$ cat src/tcm_params.svh
// Constants for the TMDS clock frequency monitor: register offsets,
// field positions, reset values and timing counts.
// Assumes a 10 MHz block clock.
`ifndef TCM_PARAMS_SVH
`define TCM_PARAMS_SVH

// Register offsets
`define TCM_ADDR_LINK_CTL      8'h5B
`define TCM_ADDR_DUAL_LINK_CONTROL_TWO     8'h5C
`define TCM_ADDR_LOW_LIMIT     8'h5D
`define TCM_ADDR_HIGH_LIMIT    8'h5E
`define TCM_ADDR_MEASURED      8'h5F

// Field positions
`define TCM_BIT_SWAP_STATE     6
`define TCM_BIT_PLL_ROC        5
`define TCM_BIT_METER_SRC      4
`define TCM_BIT_SWAP_INHIBIT   7
`define TCM_BIT_LINK_OVR       6
`define TCM_BIT_CLK_OVR        5
`define TCM_STAB_MSB           4
`define TCM_STAB_LSB           3
`define TCM_DB_MSB             2
`define TCM_BIT_PHY_POLICY     6
`define TCM_MIN_MSB            5
`define TCM_MAX_MSB            6

// Reset values
`define TCM_RST_DEADBAND       3'h2
`define TCM_RST_MIN_MHZ        6'h06
`define TCM_RST_MAX_MHZ        7'h44
`define TCM_RST_PLL_ROC        1'h1

// Timing
`define TCM_CLK_MHZ            10
`define TCM_GATE_NS            1000
`define TCM_GATE_CYC           ((`TCM_GATE_NS * `TCM_CLK_MHZ) / 1000)
`define TCM_STAB0_NS           40000
`define TCM_STAB1_NS           80000
`define TCM_STAB2_NS           320000
`define TCM_STAB3_NS           1280000
`define TCM_NS2CYC(ns)         (((ns) * `TCM_CLK_MHZ + 999) / 1000)

`endif

$ cat src/tcm_pkg.sv
// Types shared by the TMDS clock frequency monitor files.
// Assumes tcm_params.svh supplies the numeric constants.
package tcm_pkg;
    typedef logic [7:0] tcm_byte_t;
    typedef logic [15:0] tcm_cnt_t;
    typedef enum logic {TCM_SRC_TMDS, TCM_SRC_PLL} tcm_src_t;
endpackage

$ cat src/tcm_freq_monitor.sv
// TMDS clock frequency monitor with its serial control bus register slice.
// Assumes reg_* come from the serial control bus decoder on clk; pins are async.
`timescale 1ns/1ps
`include "tcm_params.svh"
module tcm_freq_monitor
    import tcm_pkg::*;
#(
    parameter int STAB3_CYC = `TCM_NS2CYC(`TCM_STAB3_NS)
)
(
    input  wire logic      clk,
    input  wire logic      resetn,
    input  wire logic      tmds_clk,
    input  wire logic      pll_clk,
    input  wire logic      plus_5v_detect,
    input  wire logic      back_channel_link_detect,
    input  wire logic      swap_detect,
    input  wire logic      mode_change,
    input  wire tcm_byte_t reg_addr,
    input  wire tcm_byte_t reg_wdata,
    input  wire logic      reg_wr,
    input  wire logic      reg_rd,
    output tcm_byte_t      reg_rdata,
    output logic           clock_present,
    output logic           link_ready,
    output logic           lane_swap,
    output logic           pll_reset,
    output logic           phy_reset
);
    // Control fields
    logic       swap_inhibit_r, link_ovr_r, clk_ovr_r, pll_roc_r, phy_policy_r;
    tcm_src_t   meter_src_r;
    logic [1:0] stability_time_select_r;
    logic [2:0] measure_deadband_r;
    logic [5:0] tmds_min_mhz_r;
    logic [6:0] tmds_max_mhz_r;
    // Monitor state
    tcm_byte_t  cur_mhz_r, meas_mhz;
    tcm_cnt_t   stab_cnt_r, stab_lim;
    logic       stable_r, clk_valid_r, meas_done, chg;
    // Pin synchronisers
    logic       p5_q1_r, p5_q2_r, bcl_q1_r, bcl_q2_r, swp_q1_r, swp_q2_r;

    // Absolute difference of two MHz values
    function automatic tcm_byte_t abs_diff(input tcm_byte_t a, input tcm_byte_t b);
        abs_diff = (a > b) ? (a - b) : (b - a);
    endfunction

    // Stability time in block clock cycles for each select code
    function automatic tcm_cnt_t stab_cycles(input logic [1:0] sel);
        case (sel)
            2'h0:    stab_cycles = 16'(`TCM_NS2CYC(`TCM_STAB0_NS));
            2'h1:    stab_cycles = 16'(`TCM_NS2CYC(`TCM_STAB1_NS));
            2'h2:    stab_cycles = 16'(`TCM_NS2CYC(`TCM_STAB2_NS));
            default: stab_cycles = 16'(STAB3_CYC);
        endcase
    endfunction

    tcm_edge_meter u_meter (
        .clk       (clk),
        .resetn    (resetn),
        .tmds_clk  (tmds_clk),
        .pll_clk   (pll_clk),
        .src_sel   (meter_src_r),
        .meas_done (meas_done),
        .meas_mhz  (meas_mhz)
    );

    // Level pins from outside the clock domain
    always_ff @(posedge clk) begin
        if (!resetn) begin
            p5_q1_r  <= 1'b0;
            p5_q2_r  <= 1'b0;
            bcl_q1_r <= 1'b0;
            bcl_q2_r <= 1'b0;
            swp_q1_r <= 1'b0;
            swp_q2_r <= 1'b0;
        end else begin
            p5_q1_r  <= plus_5v_detect;
            p5_q2_r  <= p5_q1_r;
            bcl_q1_r <= back_channel_link_detect;
            bcl_q2_r <= bcl_q1_r;
            swp_q1_r <= swap_detect;
            swp_q2_r <= swp_q1_r;
        end
    end

    // Register writes; reserved bits are simply not stored
    always_ff @(posedge clk) begin
        if (!resetn) begin
            pll_roc_r               <= `TCM_RST_PLL_ROC;
            meter_src_r             <= TCM_SRC_TMDS;
            swap_inhibit_r          <= 1'b0;
            link_ovr_r              <= 1'b0;
            clk_ovr_r               <= 1'b0;
            stability_time_select_r <= 2'h0;
            measure_deadband_r      <= `TCM_RST_DEADBAND;
            phy_policy_r            <= 1'b0;
            tmds_min_mhz_r          <= `TCM_RST_MIN_MHZ;
            tmds_max_mhz_r          <= `TCM_RST_MAX_MHZ;
        end else if (reg_wr) begin
            if (reg_addr == `TCM_ADDR_LINK_CTL) begin
                pll_roc_r   <= reg_wdata[`TCM_BIT_PLL_ROC];
                meter_src_r <= tcm_src_t'(reg_wdata[`TCM_BIT_METER_SRC]);
            end else if (reg_addr == `TCM_ADDR_DUAL_LINK_CONTROL_TWO) begin
                swap_inhibit_r          <= reg_wdata[`TCM_BIT_SWAP_INHIBIT];
                link_ovr_r              <= reg_wdata[`TCM_BIT_LINK_OVR];
                clk_ovr_r               <= reg_wdata[`TCM_BIT_CLK_OVR];
                stability_time_select_r <= reg_wdata[`TCM_STAB_MSB:`TCM_STAB_LSB];
                measure_deadband_r      <= reg_wdata[`TCM_DB_MSB:0];
            end else if (reg_addr == `TCM_ADDR_LOW_LIMIT) begin
                phy_policy_r   <= reg_wdata[`TCM_BIT_PHY_POLICY];
                tmds_min_mhz_r <= reg_wdata[`TCM_MIN_MSB:0];
            end else if (reg_addr == `TCM_ADDR_HIGH_LIMIT) begin
                tmds_max_mhz_r <= reg_wdata[`TCM_MAX_MSB:0];
            end
        end
    end

    // Swap state follows detection unless software has taken it over
    always_ff @(posedge clk) begin
        if (!resetn) begin
            lane_swap <= 1'b0;
        end else if (!swap_inhibit_r) begin
            lane_swap <= swp_q2_r;
        end else if (reg_wr && reg_addr == `TCM_ADDR_LINK_CTL) begin
            lane_swap <= reg_wdata[`TCM_BIT_SWAP_STATE];
        end
    end

    // A measurement outside the deadband replaces the held value
    assign chg      = meas_done && (abs_diff(meas_mhz, cur_mhz_r) > {5'h00, measure_deadband_r});
    assign stab_lim = stab_cycles(stability_time_select_r);

    always_ff @(posedge clk) begin
        if (!resetn) begin
            cur_mhz_r  <= 8'h00;
            stab_cnt_r <= 16'h0000;
            stable_r   <= 1'b0;
        end else if (chg) begin
            cur_mhz_r  <= meas_mhz;
            stab_cnt_r <= 16'h0000;
            stable_r   <= 1'b0;
        end else begin
            // Saturate so a long-stable clock never wraps back to unstable
            if (stab_cnt_r != 16'hFFFF) begin
                stab_cnt_r <= stab_cnt_r + 16'h0001;
            end
            stable_r <= (stab_cnt_r >= stab_lim);
        end
    end

    // Valid needs stability and both limits; override bypasses all checks
    always_ff @(posedge clk) begin
        if (!resetn) begin
            clk_valid_r   <= 1'b0;
            clock_present <= 1'b0;
            link_ready    <= 1'b0;
        end else begin
            clk_valid_r   <= stable_r && !chg && (cur_mhz_r >= {2'h0, tmds_min_mhz_r})
                             && (cur_mhz_r <= {1'b0, tmds_max_mhz_r});
            clock_present <= clk_valid_r || clk_ovr_r;
            link_ready    <= bcl_q2_r || link_ovr_r;
        end
    end

    // Reset pulses: PLL on frequency change, PHY on frequency or mode change
    always_ff @(posedge clk) begin
        if (!resetn) begin
            pll_reset <= 1'b0;
            phy_reset <= 1'b0;
        end else begin
            pll_reset <= chg && pll_roc_r;
            phy_reset <= (chg || mode_change) && !(phy_policy_r && p5_q2_r);
        end
    end

    // Read port; unmapped offsets and reserved bits return zero
    always_ff @(posedge clk) begin
        if (!resetn) begin
            reg_rdata <= 8'h00;
        end else if (reg_rd) begin
            if (reg_addr == `TCM_ADDR_LINK_CTL) begin
                reg_rdata <= {1'b0, lane_swap, pll_roc_r, meter_src_r, 4'h0};
            end else if (reg_addr == `TCM_ADDR_DUAL_LINK_CONTROL_TWO) begin
                reg_rdata <= {swap_inhibit_r, link_ovr_r, clk_ovr_r, stability_time_select_r, measure_deadband_r};
            end else if (reg_addr == `TCM_ADDR_LOW_LIMIT) begin
                reg_rdata <= {1'b0, phy_policy_r, tmds_min_mhz_r};
            end else if (reg_addr == `TCM_ADDR_HIGH_LIMIT) begin
                reg_rdata <= {1'b0, tmds_max_mhz_r};
            end else if (reg_addr == `TCM_ADDR_MEASURED) begin
                reg_rdata <= clock_present ? cur_mhz_r : 8'h00;
            end else begin
                reg_rdata <= 8'h00;
            end
        end
    end
endmodule

$ cat src/tcm_edge_meter.sv
// Edge meter: counts rising edges of the selected clock per 1 us gate.
// Assumes both measured clocks are asynchronous pins; each passes two flops.
`timescale 1ns/1ps
`include "tcm_params.svh"
module tcm_edge_meter
    import tcm_pkg::*;
(
    input  wire logic      clk,
    input  wire logic      resetn,
    input  wire logic      tmds_clk,
    input  wire logic      pll_clk,
    input  wire tcm_src_t  src_sel,
    output logic           meas_done,
    output tcm_byte_t      meas_mhz
);
    logic      tmds_q1_r, tmds_q2_r, pll_q1_r, pll_q2_r, prev_r;
    logic      sel_lvl, rise;
    tcm_byte_t gate_r, edges_r;

    // Two-flop synchronisers; only the second stage is read
    always_ff @(posedge clk) begin
        if (!resetn) begin
            tmds_q1_r <= 1'b0;
            tmds_q2_r <= 1'b0;
            pll_q1_r  <= 1'b0;
            pll_q2_r  <= 1'b0;
        end else begin
            tmds_q1_r <= tmds_clk;
            tmds_q2_r <= tmds_q1_r;
            pll_q1_r  <= pll_clk;
            pll_q2_r  <= pll_q1_r;
        end
    end

    // Source choice after the synchronisers, so a switch never glitches a flop
    assign sel_lvl = (src_sel == TCM_SRC_PLL) ? pll_q2_r : tmds_q2_r;
    assign rise    = sel_lvl & ~prev_r;

    // Gate counter; sampling at 10 MHz resolves clocks below 5 MHz only
    always_ff @(posedge clk) begin
        if (!resetn) begin
            prev_r    <= 1'b0;
            gate_r    <= 8'h00;
            edges_r   <= 8'h00;
            meas_done <= 1'b0;
            meas_mhz  <= 8'h00;
        end else begin
            prev_r    <= sel_lvl;
            meas_done <= 1'b0;
            if (gate_r == 8'(`TCM_GATE_CYC - 1)) begin
                gate_r    <= 8'h00;
                edges_r   <= 8'h00;
                meas_done <= 1'b1;
                meas_mhz  <= edges_r + {7'h00, rise};
            end else begin
                gate_r  <= gate_r + 8'h01;
                edges_r <= edges_r + {7'h00, rise};
            end
        end
    end
endmodule

$ cat config.mk
export PLATFORM = sky130hd
export DESIGN_NAME = tcm_freq_monitor
export DESIGN_NICKNAME = d
export VERILOG_FILES = /design/src/tcm_pkg.sv /design/src/tcm_freq_monitor.sv /design/src/tcm_edge_meter.sv
export VERILOG_INCLUDE_DIRS = /design/src
export SDC_FILE = /design/constraint.sdc
export NUM_CORES = 1
export LEC_CHECK = 0
export BUFFER_PORTS_ARGS = -buffer_cell sky130_fd_sc_hd__buf_2
export CORE_AREA = 2 2 178 110
export CTS_CLUSTER_SIZE = 10
export DETAILED_ROUTE_END_ITERATION = 10
export DIE_AREA = 0 0 180 112
export HOLD_SLACK_MARGIN = 0.06
export PLACE_DENSITY = 0.51
export SYNTH_ARGS = -nofsm -noshare
export SYNTH_HDL_FRONTEND = slang
export SYNTH_SLANG_ARGS = --single-unit
$ cat constraint.sdc
create_clock -name clk -period 9.75 [get_ports clk]
set_input_delay 0.4875 -clock clk [delete_from_list [all_inputs] [get_ports clk]]
set_output_delay 0.4875 -clock clk [all_outputs]
set_load 0.005 [all_outputs]
Word-level counts from Yosys, hierarchy flattened
Index checks and enable logic that the tools add are counted.

storage, ports and cells
  RAM bits = 0
  bits in registers = 99
  memories kept = 0
  bits in read-only memories = 0
  word-level logic and storage cells = 93
  bits in latches = 0
  output and inout bits = 13
  input bits = 26

cells by class
  multipliers = 0
  magnitude comparators = 5
  div/mod/pow operators = 0
  bitwise operators = 6
  add/sub/neg operators = 5
  reduce and logical (&&, ||, !) cells = 20
  shifts and indexed selects = 0
  eq/ne operators = 10
  muxes and demuxes = 12

operators by type and width
  cell                     number
  $mux W8                  7
  $pmux W14 S3             1
  $eq A8 B7 Y1 const B     5
  $add A16 B1 Y16 const B  1
  $ge A16 B16 Y1           1
  $ne A16 B16 Y1 const B   1
  $sub A8 B8 Y8            2
  $add A8 B1 Y8            1
  $add A8 B1 Y8 const B    1
  $eq A8 B4 Y1 const B     1
  $ge A8 B6 Y1             1
  $gt A8 B3 Y1             1
  $gt A8 B8 Y1             1
  $le A8 B7 Y1             1
  $logic_and A1 B1 Y1      8
  $not A1 Y1               5
  $reduce_and A5 Y1        1
  $mux W1                  4
  $reduce_and A4 Y1        1
  $reduce_or A2 Y1         2
  $logic_or A1 B1 Y1       3
  $reduce_and A3 Y1        1
  $eq A2 B1 Y1 const B     1
  $eq A2 B2 Y1 const B     1
  5 further kinds          6

Logic depth before layout (Yosys ltp)
  depth in word-level cells = 8
  mapped depth = 19
  depth with buffers taken out = 17

By module
From an unflattened synthesis, not the netlist that was laid out.

unflattened totals
  cells, all modules = 592
  area, all modules = 5,434.0 um2

modules (own cells, without submodules)
  module            cells each  area an instance (um2)  sequential area each (um2)  times used
  tcm_freq_monitor  491         4,356.7                 1,381.3                     1
  tcm_edge_meter    101         1,077.3                 600.6                       1

Worst setup path after synthesis
OpenSTA, ideal clock, no wires.

  path kind = register to register
  from = reg cur_mhz_r[1]
  to = reg stab_cnt_r[13]
  setup time = 0.063 ns
  clock period less this slack = 3.531 ns
  buffers on the path = 2
  arrival = 3.468 ns
  path slack = 6.219 ns
  data required time = 9.687 ns
  cell stages (with the launch flop) = 16
  cells stage by stage = dfxtp_1 > inv_1 > fa_1 > nand3_1 > a21oi_1 > o22ai_2 > mux2_2 > ha_1 > a211oi_1 > o211ai_1 > o41ai_4 > a31oi_4 > nand2b_1 > buf_6 > buf_12 > nor2_4

on the way
  word-level cells in the longest chain between the ends = 5
  elaborated cells between the ends (all ways) = 7
  those cells by class = add/sub: 2; order compare: 2; mux: 1; reduce/logical: 2

ends and longest elaborated chain
  element                                               RTL line                 text
  start: declaration                                    tcm_freq_monitor.sv:38   tcm_byte_t cur_mhz_r, meas_mhz;
  start signal: assignment                              tcm_freq_monitor.sv:141  cur_mhz_r <= meas_mhz;
  $sub A8 B8 Y8 / $gt A8 B8 Y1 (equally long branches)  tcm_freq_monitor.sv:46   abs_diff = (a > b) ? (a - b) : (b - a);
  $mux W8 *                                             tcm_freq_monitor.sv:46
  $gt A8 B3 Y1 *                                        tcm_freq_monitor.sv:132  assign chg = meas_done && (abs_diff(meas_mhz, cur_mhz_r) > {5'h00, measure_deadband_r});
  $logic_and A1 B1 Y1 *                                 tcm_freq_monitor.sv:132
  $reduce_or A2 Y1 (no source line) *                   -
  end signal: assignment                                tcm_freq_monitor.sv:147  stab_cnt_r <= stab_cnt_r + 16'h0001;
  end: declaration                                      tcm_freq_monitor.sv:39   tcm_cnt_t stab_cnt_r, stab_lim;

Mark *: on every way between the ends. The rest lies on a longest branch, timed or not.
A chain may end at the register's enable or synchronous reset.

Worst setup path in the final report
  from = reg cur_mhz_r[5]
  to = reg clk_valid_r

on the way
  word-level cells in the longest chain between the ends = 8
  elaborated cells between the ends (all ways) = 12
  those cells by class = add/sub: 2; order compare: 4; mux: 1; reduce/logical: 5

ends and longest elaborated chain
  element                                               RTL line                 text
  $sub A8 B8 Y8 / $gt A8 B8 Y1 (equally long branches)  tcm_freq_monitor.sv:46
  $mux W8                                               tcm_freq_monitor.sv:46
  $gt A8 B3 Y1                                          tcm_freq_monitor.sv:132
  $logic_and A1 B1 Y1                                   tcm_freq_monitor.sv:132
  $logic_not A1 Y1                                      tcm_freq_monitor.sv:160  clk_valid_r <= stable_r && !chg && (cur_mhz_r >= {2'h0, tmds_min_mhz_r})
  $logic_and A1 B1 Y1 (2 in series)                     tcm_freq_monitor.sv:160
  $logic_and A1 B1 Y1 *                                 tcm_freq_monitor.sv:161  && (cur_mhz_r <= {1'b0, tmds_max_mhz_r});
  end signal: assignment                                tcm_freq_monitor.sv:160
  end: declaration                                      tcm_freq_monitor.sv:40   logic stable_r, clk_valid_r, meas_done, chg;

Marks and branches as above.

==> impl_metrics.ini <==
[outcome]
run_status = complete, no violations

[clock_tree]
clk_path_buf_depth = 2
numCtsBuffers = 9
clk_root_buffer_cell = clkbuf_16
clock_sinks = 99
clkTransAtPathRegs_ns = 0.07
cts.htree.levels = 3
clkLatencyLatePin_ns = 0.36
postCtsSetupRepairBufs = 0
tritoncts = yes
cts-hold-fix-buffers = 0
post_cts.resized_instances = 0

[drt]
wl_per_cell_um = 15.35
count_of_antenna_violating_nets_left_after_detailed_routing = 0
totalWireLength_mm = 13.65
number_of_vias_per_cell_after_detailed_routing = 4.796
drt_first_iter_violations = 341
drcViolationCount = 0
dr.pass1.iters = 5
route.vias.total = 4264

[cells_and_area]
finalInstanceArea_mm2 = 0.006168
final_cells = 889
area_delta_synth_final_pct = 11.97
fillerInstances = 1909
final_nets = 712
postLayoutCoreUtil_pct = 33.18
seqCellArea_mm2 = 0.001982
drive_above_1_share_pct = 13.22
diodes = 0
multi_input_area_mm2 = 0.003189

[grt]
grt_overflow = 0
first_global_vias = 4095
antenna_violations_before_repair = 1
wire_length_of_the_first_global_routing_pass_mm = 22.39
grt_start_max_net_pins = 76
global_route.usage.total_pct = 14.04

[synth]
synth_nets = 689
synth_top_area_share_pct = 35.98
ys_types = 63
syn_area_mm2 = 0.005509
netlist.top_cell.by_area = dfxtp_1
syn_avg_cell_area_um2 = 8.958
yosys_warnings = 0
yosys-top-cells-area = dfxtp_1 36%, ha_1 10%, mux2i_1 4.4%, nand2_1 3.7%, inv_1 3.2%
most_common_library_cells_after_synthesis = 99 x dfxtp_1, 54 x nand2_1, 47 x inv_1, 46 x ha_1, 42 x nor2_1
syn-instance-count = 615
number_of_flops_mapped_to_enable_cells_by_yosys = 0
synth_async_sr_flop_share_pct = 0
post-synth-top-count-cell = dfxtp_1
yosys_register_bits = 99
seq_area_frac_synth_pct = 35.98
synth_flop_cell = dfxtp_1

[setup_path]
crit_path_frequent_cell = ha_1
worstPathMaxFanout = 19
depth_of_the_worst_register_to_register_path = 13
crit_start_category = register
cp_top_family = compound AO/OA/AOI/OAI gates
critical_path.endpoint_type = register
critical_path.cell_chain = inv_1 > ha_1 > nand4_1 > o22ai_2 > mux2_2 > ha_1 > a211oi_1 > o211ai_1 > o41ai_4 > a31oi_4 > nand2b_1 > buf_4 > nor3_1
critical_path.slowest_cell = ha_1
cp_data_required_time_ns = 10.02
worst-path-stages = 13
path_class = register to register
endpoint_arrival_time_on_the_critical_path_ns = 4.73
critPathMaxStageDelay_ns = 0.61
critPathBufInv = 2

[worst_hold_path]
holdCritPathClass = primary input to register
worst_hold_path.num_cells = 2

[place]
post-place-cells = 873
dp_slack_ns = 5.350
dp_hpwl_mm = 10.41
place.gp.congestion = 0.8481
port_buffers = 38
dpl-instance-area_mm2 = 0.005883

[power]
sw_frac_of_total_pct = 24.68
p_int_mw = 0.6039
static-leakage-power_nw = 2.476
power.net_switching_mw = 0.1979
power-per-cell-area_mw_per_mm2 = 130.0
p_clk_share_pct = 43.7
share_of_total_power_in_combinational_logic_pct = 4.7
ir_drop_mv = 0.07113
power_mw = 0.8018
seq_power_share_pct = 51.6

[floorplan]
die_area_mm2 = 0.02016
core_area_mm2 = 0.01859
fp.dieW_um = 180
row_count = 39
die_y_um = 112
initial_utilization_pct = 29.63
num_io_pins = 39

[timing]
maxSlewHeadroom_pct = 18.41
setup_repair_after_global_routing_missed_its_margin = no
timing.fmax_mhz = 224.3
finalWorstPathRequiredPeriod_ns = 4.459
transition_time_of_the_tightest_slew_check_pin_ns = 1.217
timing_max_transition_violations_final = 0
setup_slack_ns = 5.291
number_of_endpoints_with_negative_hold_slack_in_the_final_report = 0
clock_skew_ns = 0.008924
worst_hold_slack_ns = 0.3371
setup_tns_ns = 0
final.period_utilization_pct = 45.73
finalSetupViolCount = 0

[job]
timing.max_cap.violations = 0
[cell type report]
cell class / instances / area share (%)
clock inverter: 6 / 0.9128
tap: 246 / 4.990
sequential: 99 / 32.13
inverter: 49 / 2.982
multi-input combinational: 437 / 51.70
timing repair buffer: 42 / 3.570
clock buffer: 10 / 3.712
[worst register-to-register path: cells and delay by family, from the launching register on]
| family | cells | cell delay, ns |
|---|---|---|
| multiplexers | 1 | 0.39 |
| adder cells (fa/ha/maj) | 2 | 0.90 |
| AO/OA/AOI/OAI | 5 | 1.56 |
| flip-flops | 1 | 0.45 |
| AND/OR/NAND/NOR | 3 | 0.75 |
| buffers and inverters | 2 | 0.35 |
[cells by family (layout without fill, tap and decap cells)]
family,after synthesis,after routing,synth area share [%]
DFF,99,99,35.98
and+or+nand+nor,229,229,22.37
AOI/OAI and AO/OA,106,106,14.17
muxes,29,29,6.200
xor gates and xnor gates,25,25,3.975
adders and majority gates,48,48,11.17
buffers and inverters,79,107,6.132
[per-layer routing]
metal | up-vias | GRT usage, % | share of wire, %
li1 | 2171 | - | -
met1 | 1995 | 21.24 | 54
met2 | 89 | 19.44 | 39
met3 | 9 | 3.893 | 6.3
met4 | 0 | 3.252 | 0.87
met5 | - | 0 | 0
[state kept, by name, indices dropped and copies added (netlist names), 2 cells and up]
name and flops:
cur_mhz_r 8, measure_deadband_r 3, reg_rdata 8, stab_cnt_r 16, stability_time_select_r 2, tmds_max_mhz_r 7, tmds_min_mhz_r 6, u_meter.edges_r 8
u_meter.gate_r 8, u_meter.meas_mhz 8
[final timing paths]
check | start | endpoint | slack, ns
worst min-delay path | pll_clk | u_meter.pll_q1_r$_SDFF_PN0_ | 0.34
worst max register to register | cur_mhz_r[5]$_SDFFE_PN0P_ | clk_valid_r$_SDFF_PN0_ | 5.29
worst max-delay path | cur_mhz_r[5]$_SDFFE_PN0P_ | clk_valid_r$_SDFF_PN0_ | 5.29
worst min register to register | u_meter.pll_q1_r$_SDFF_PN0_ | u_meter.pll_q2_r$_SDFF_PN0_ | 0.44
[power groups by stage]
| stage | combinational (mW) | sequential, mW | clock (mW) |
|---|---|---|---|
| floorplan | 0.0253 | 0.422 | 0 |
| global placement | 0.0373 | 0.423 | 0 |
| detailed placement | 0.0379 | 0.423 | 0 |
| CTS | 0.0380 | 0.414 | 0.363 |
| global route | 0.0420 | 0.414 | 0.377 |
| finish | 0.0376 | 0.414 | 0.350 |
[cell usage in the layout, fill, tap and decap left out, drive strengths merged, types with 3 or more instances in the layout]
cell / Yosys / layout
nand2: 55 / 55
nor3b: 3 / 3
nor3: 9 / 9
a21oi: 18 / 18
a22oi: 3 / 3
xnor2: 13 / 13
mux2i: 24 / 24
nand4: 7 / 7
and2: 18 / 18
ha: 46 / 46
nand3b: 3 / 3
a21boi: 5 / 5
o21ai: 27 / 27
mux4: 4 / 4
and4: 4 / 4
xor2: 12 / 12
buf: 12 / 42
a211oi: 4 / 4
nor2: 52 / 52
o211a: 12 / 12
o21a: 5 / 5
o211ai: 9 / 9
dfxtp: 99 / 99
clkbuf: 18 / 10
nor2b: 21 / 21
a221oi: 3 / 3
nand3: 35 / 35
and3: 8 / 8
nand2b: 6 / 6
inv: 49 / 52
o22ai: 8 / 8
Power figures use the tool's default switching activity.
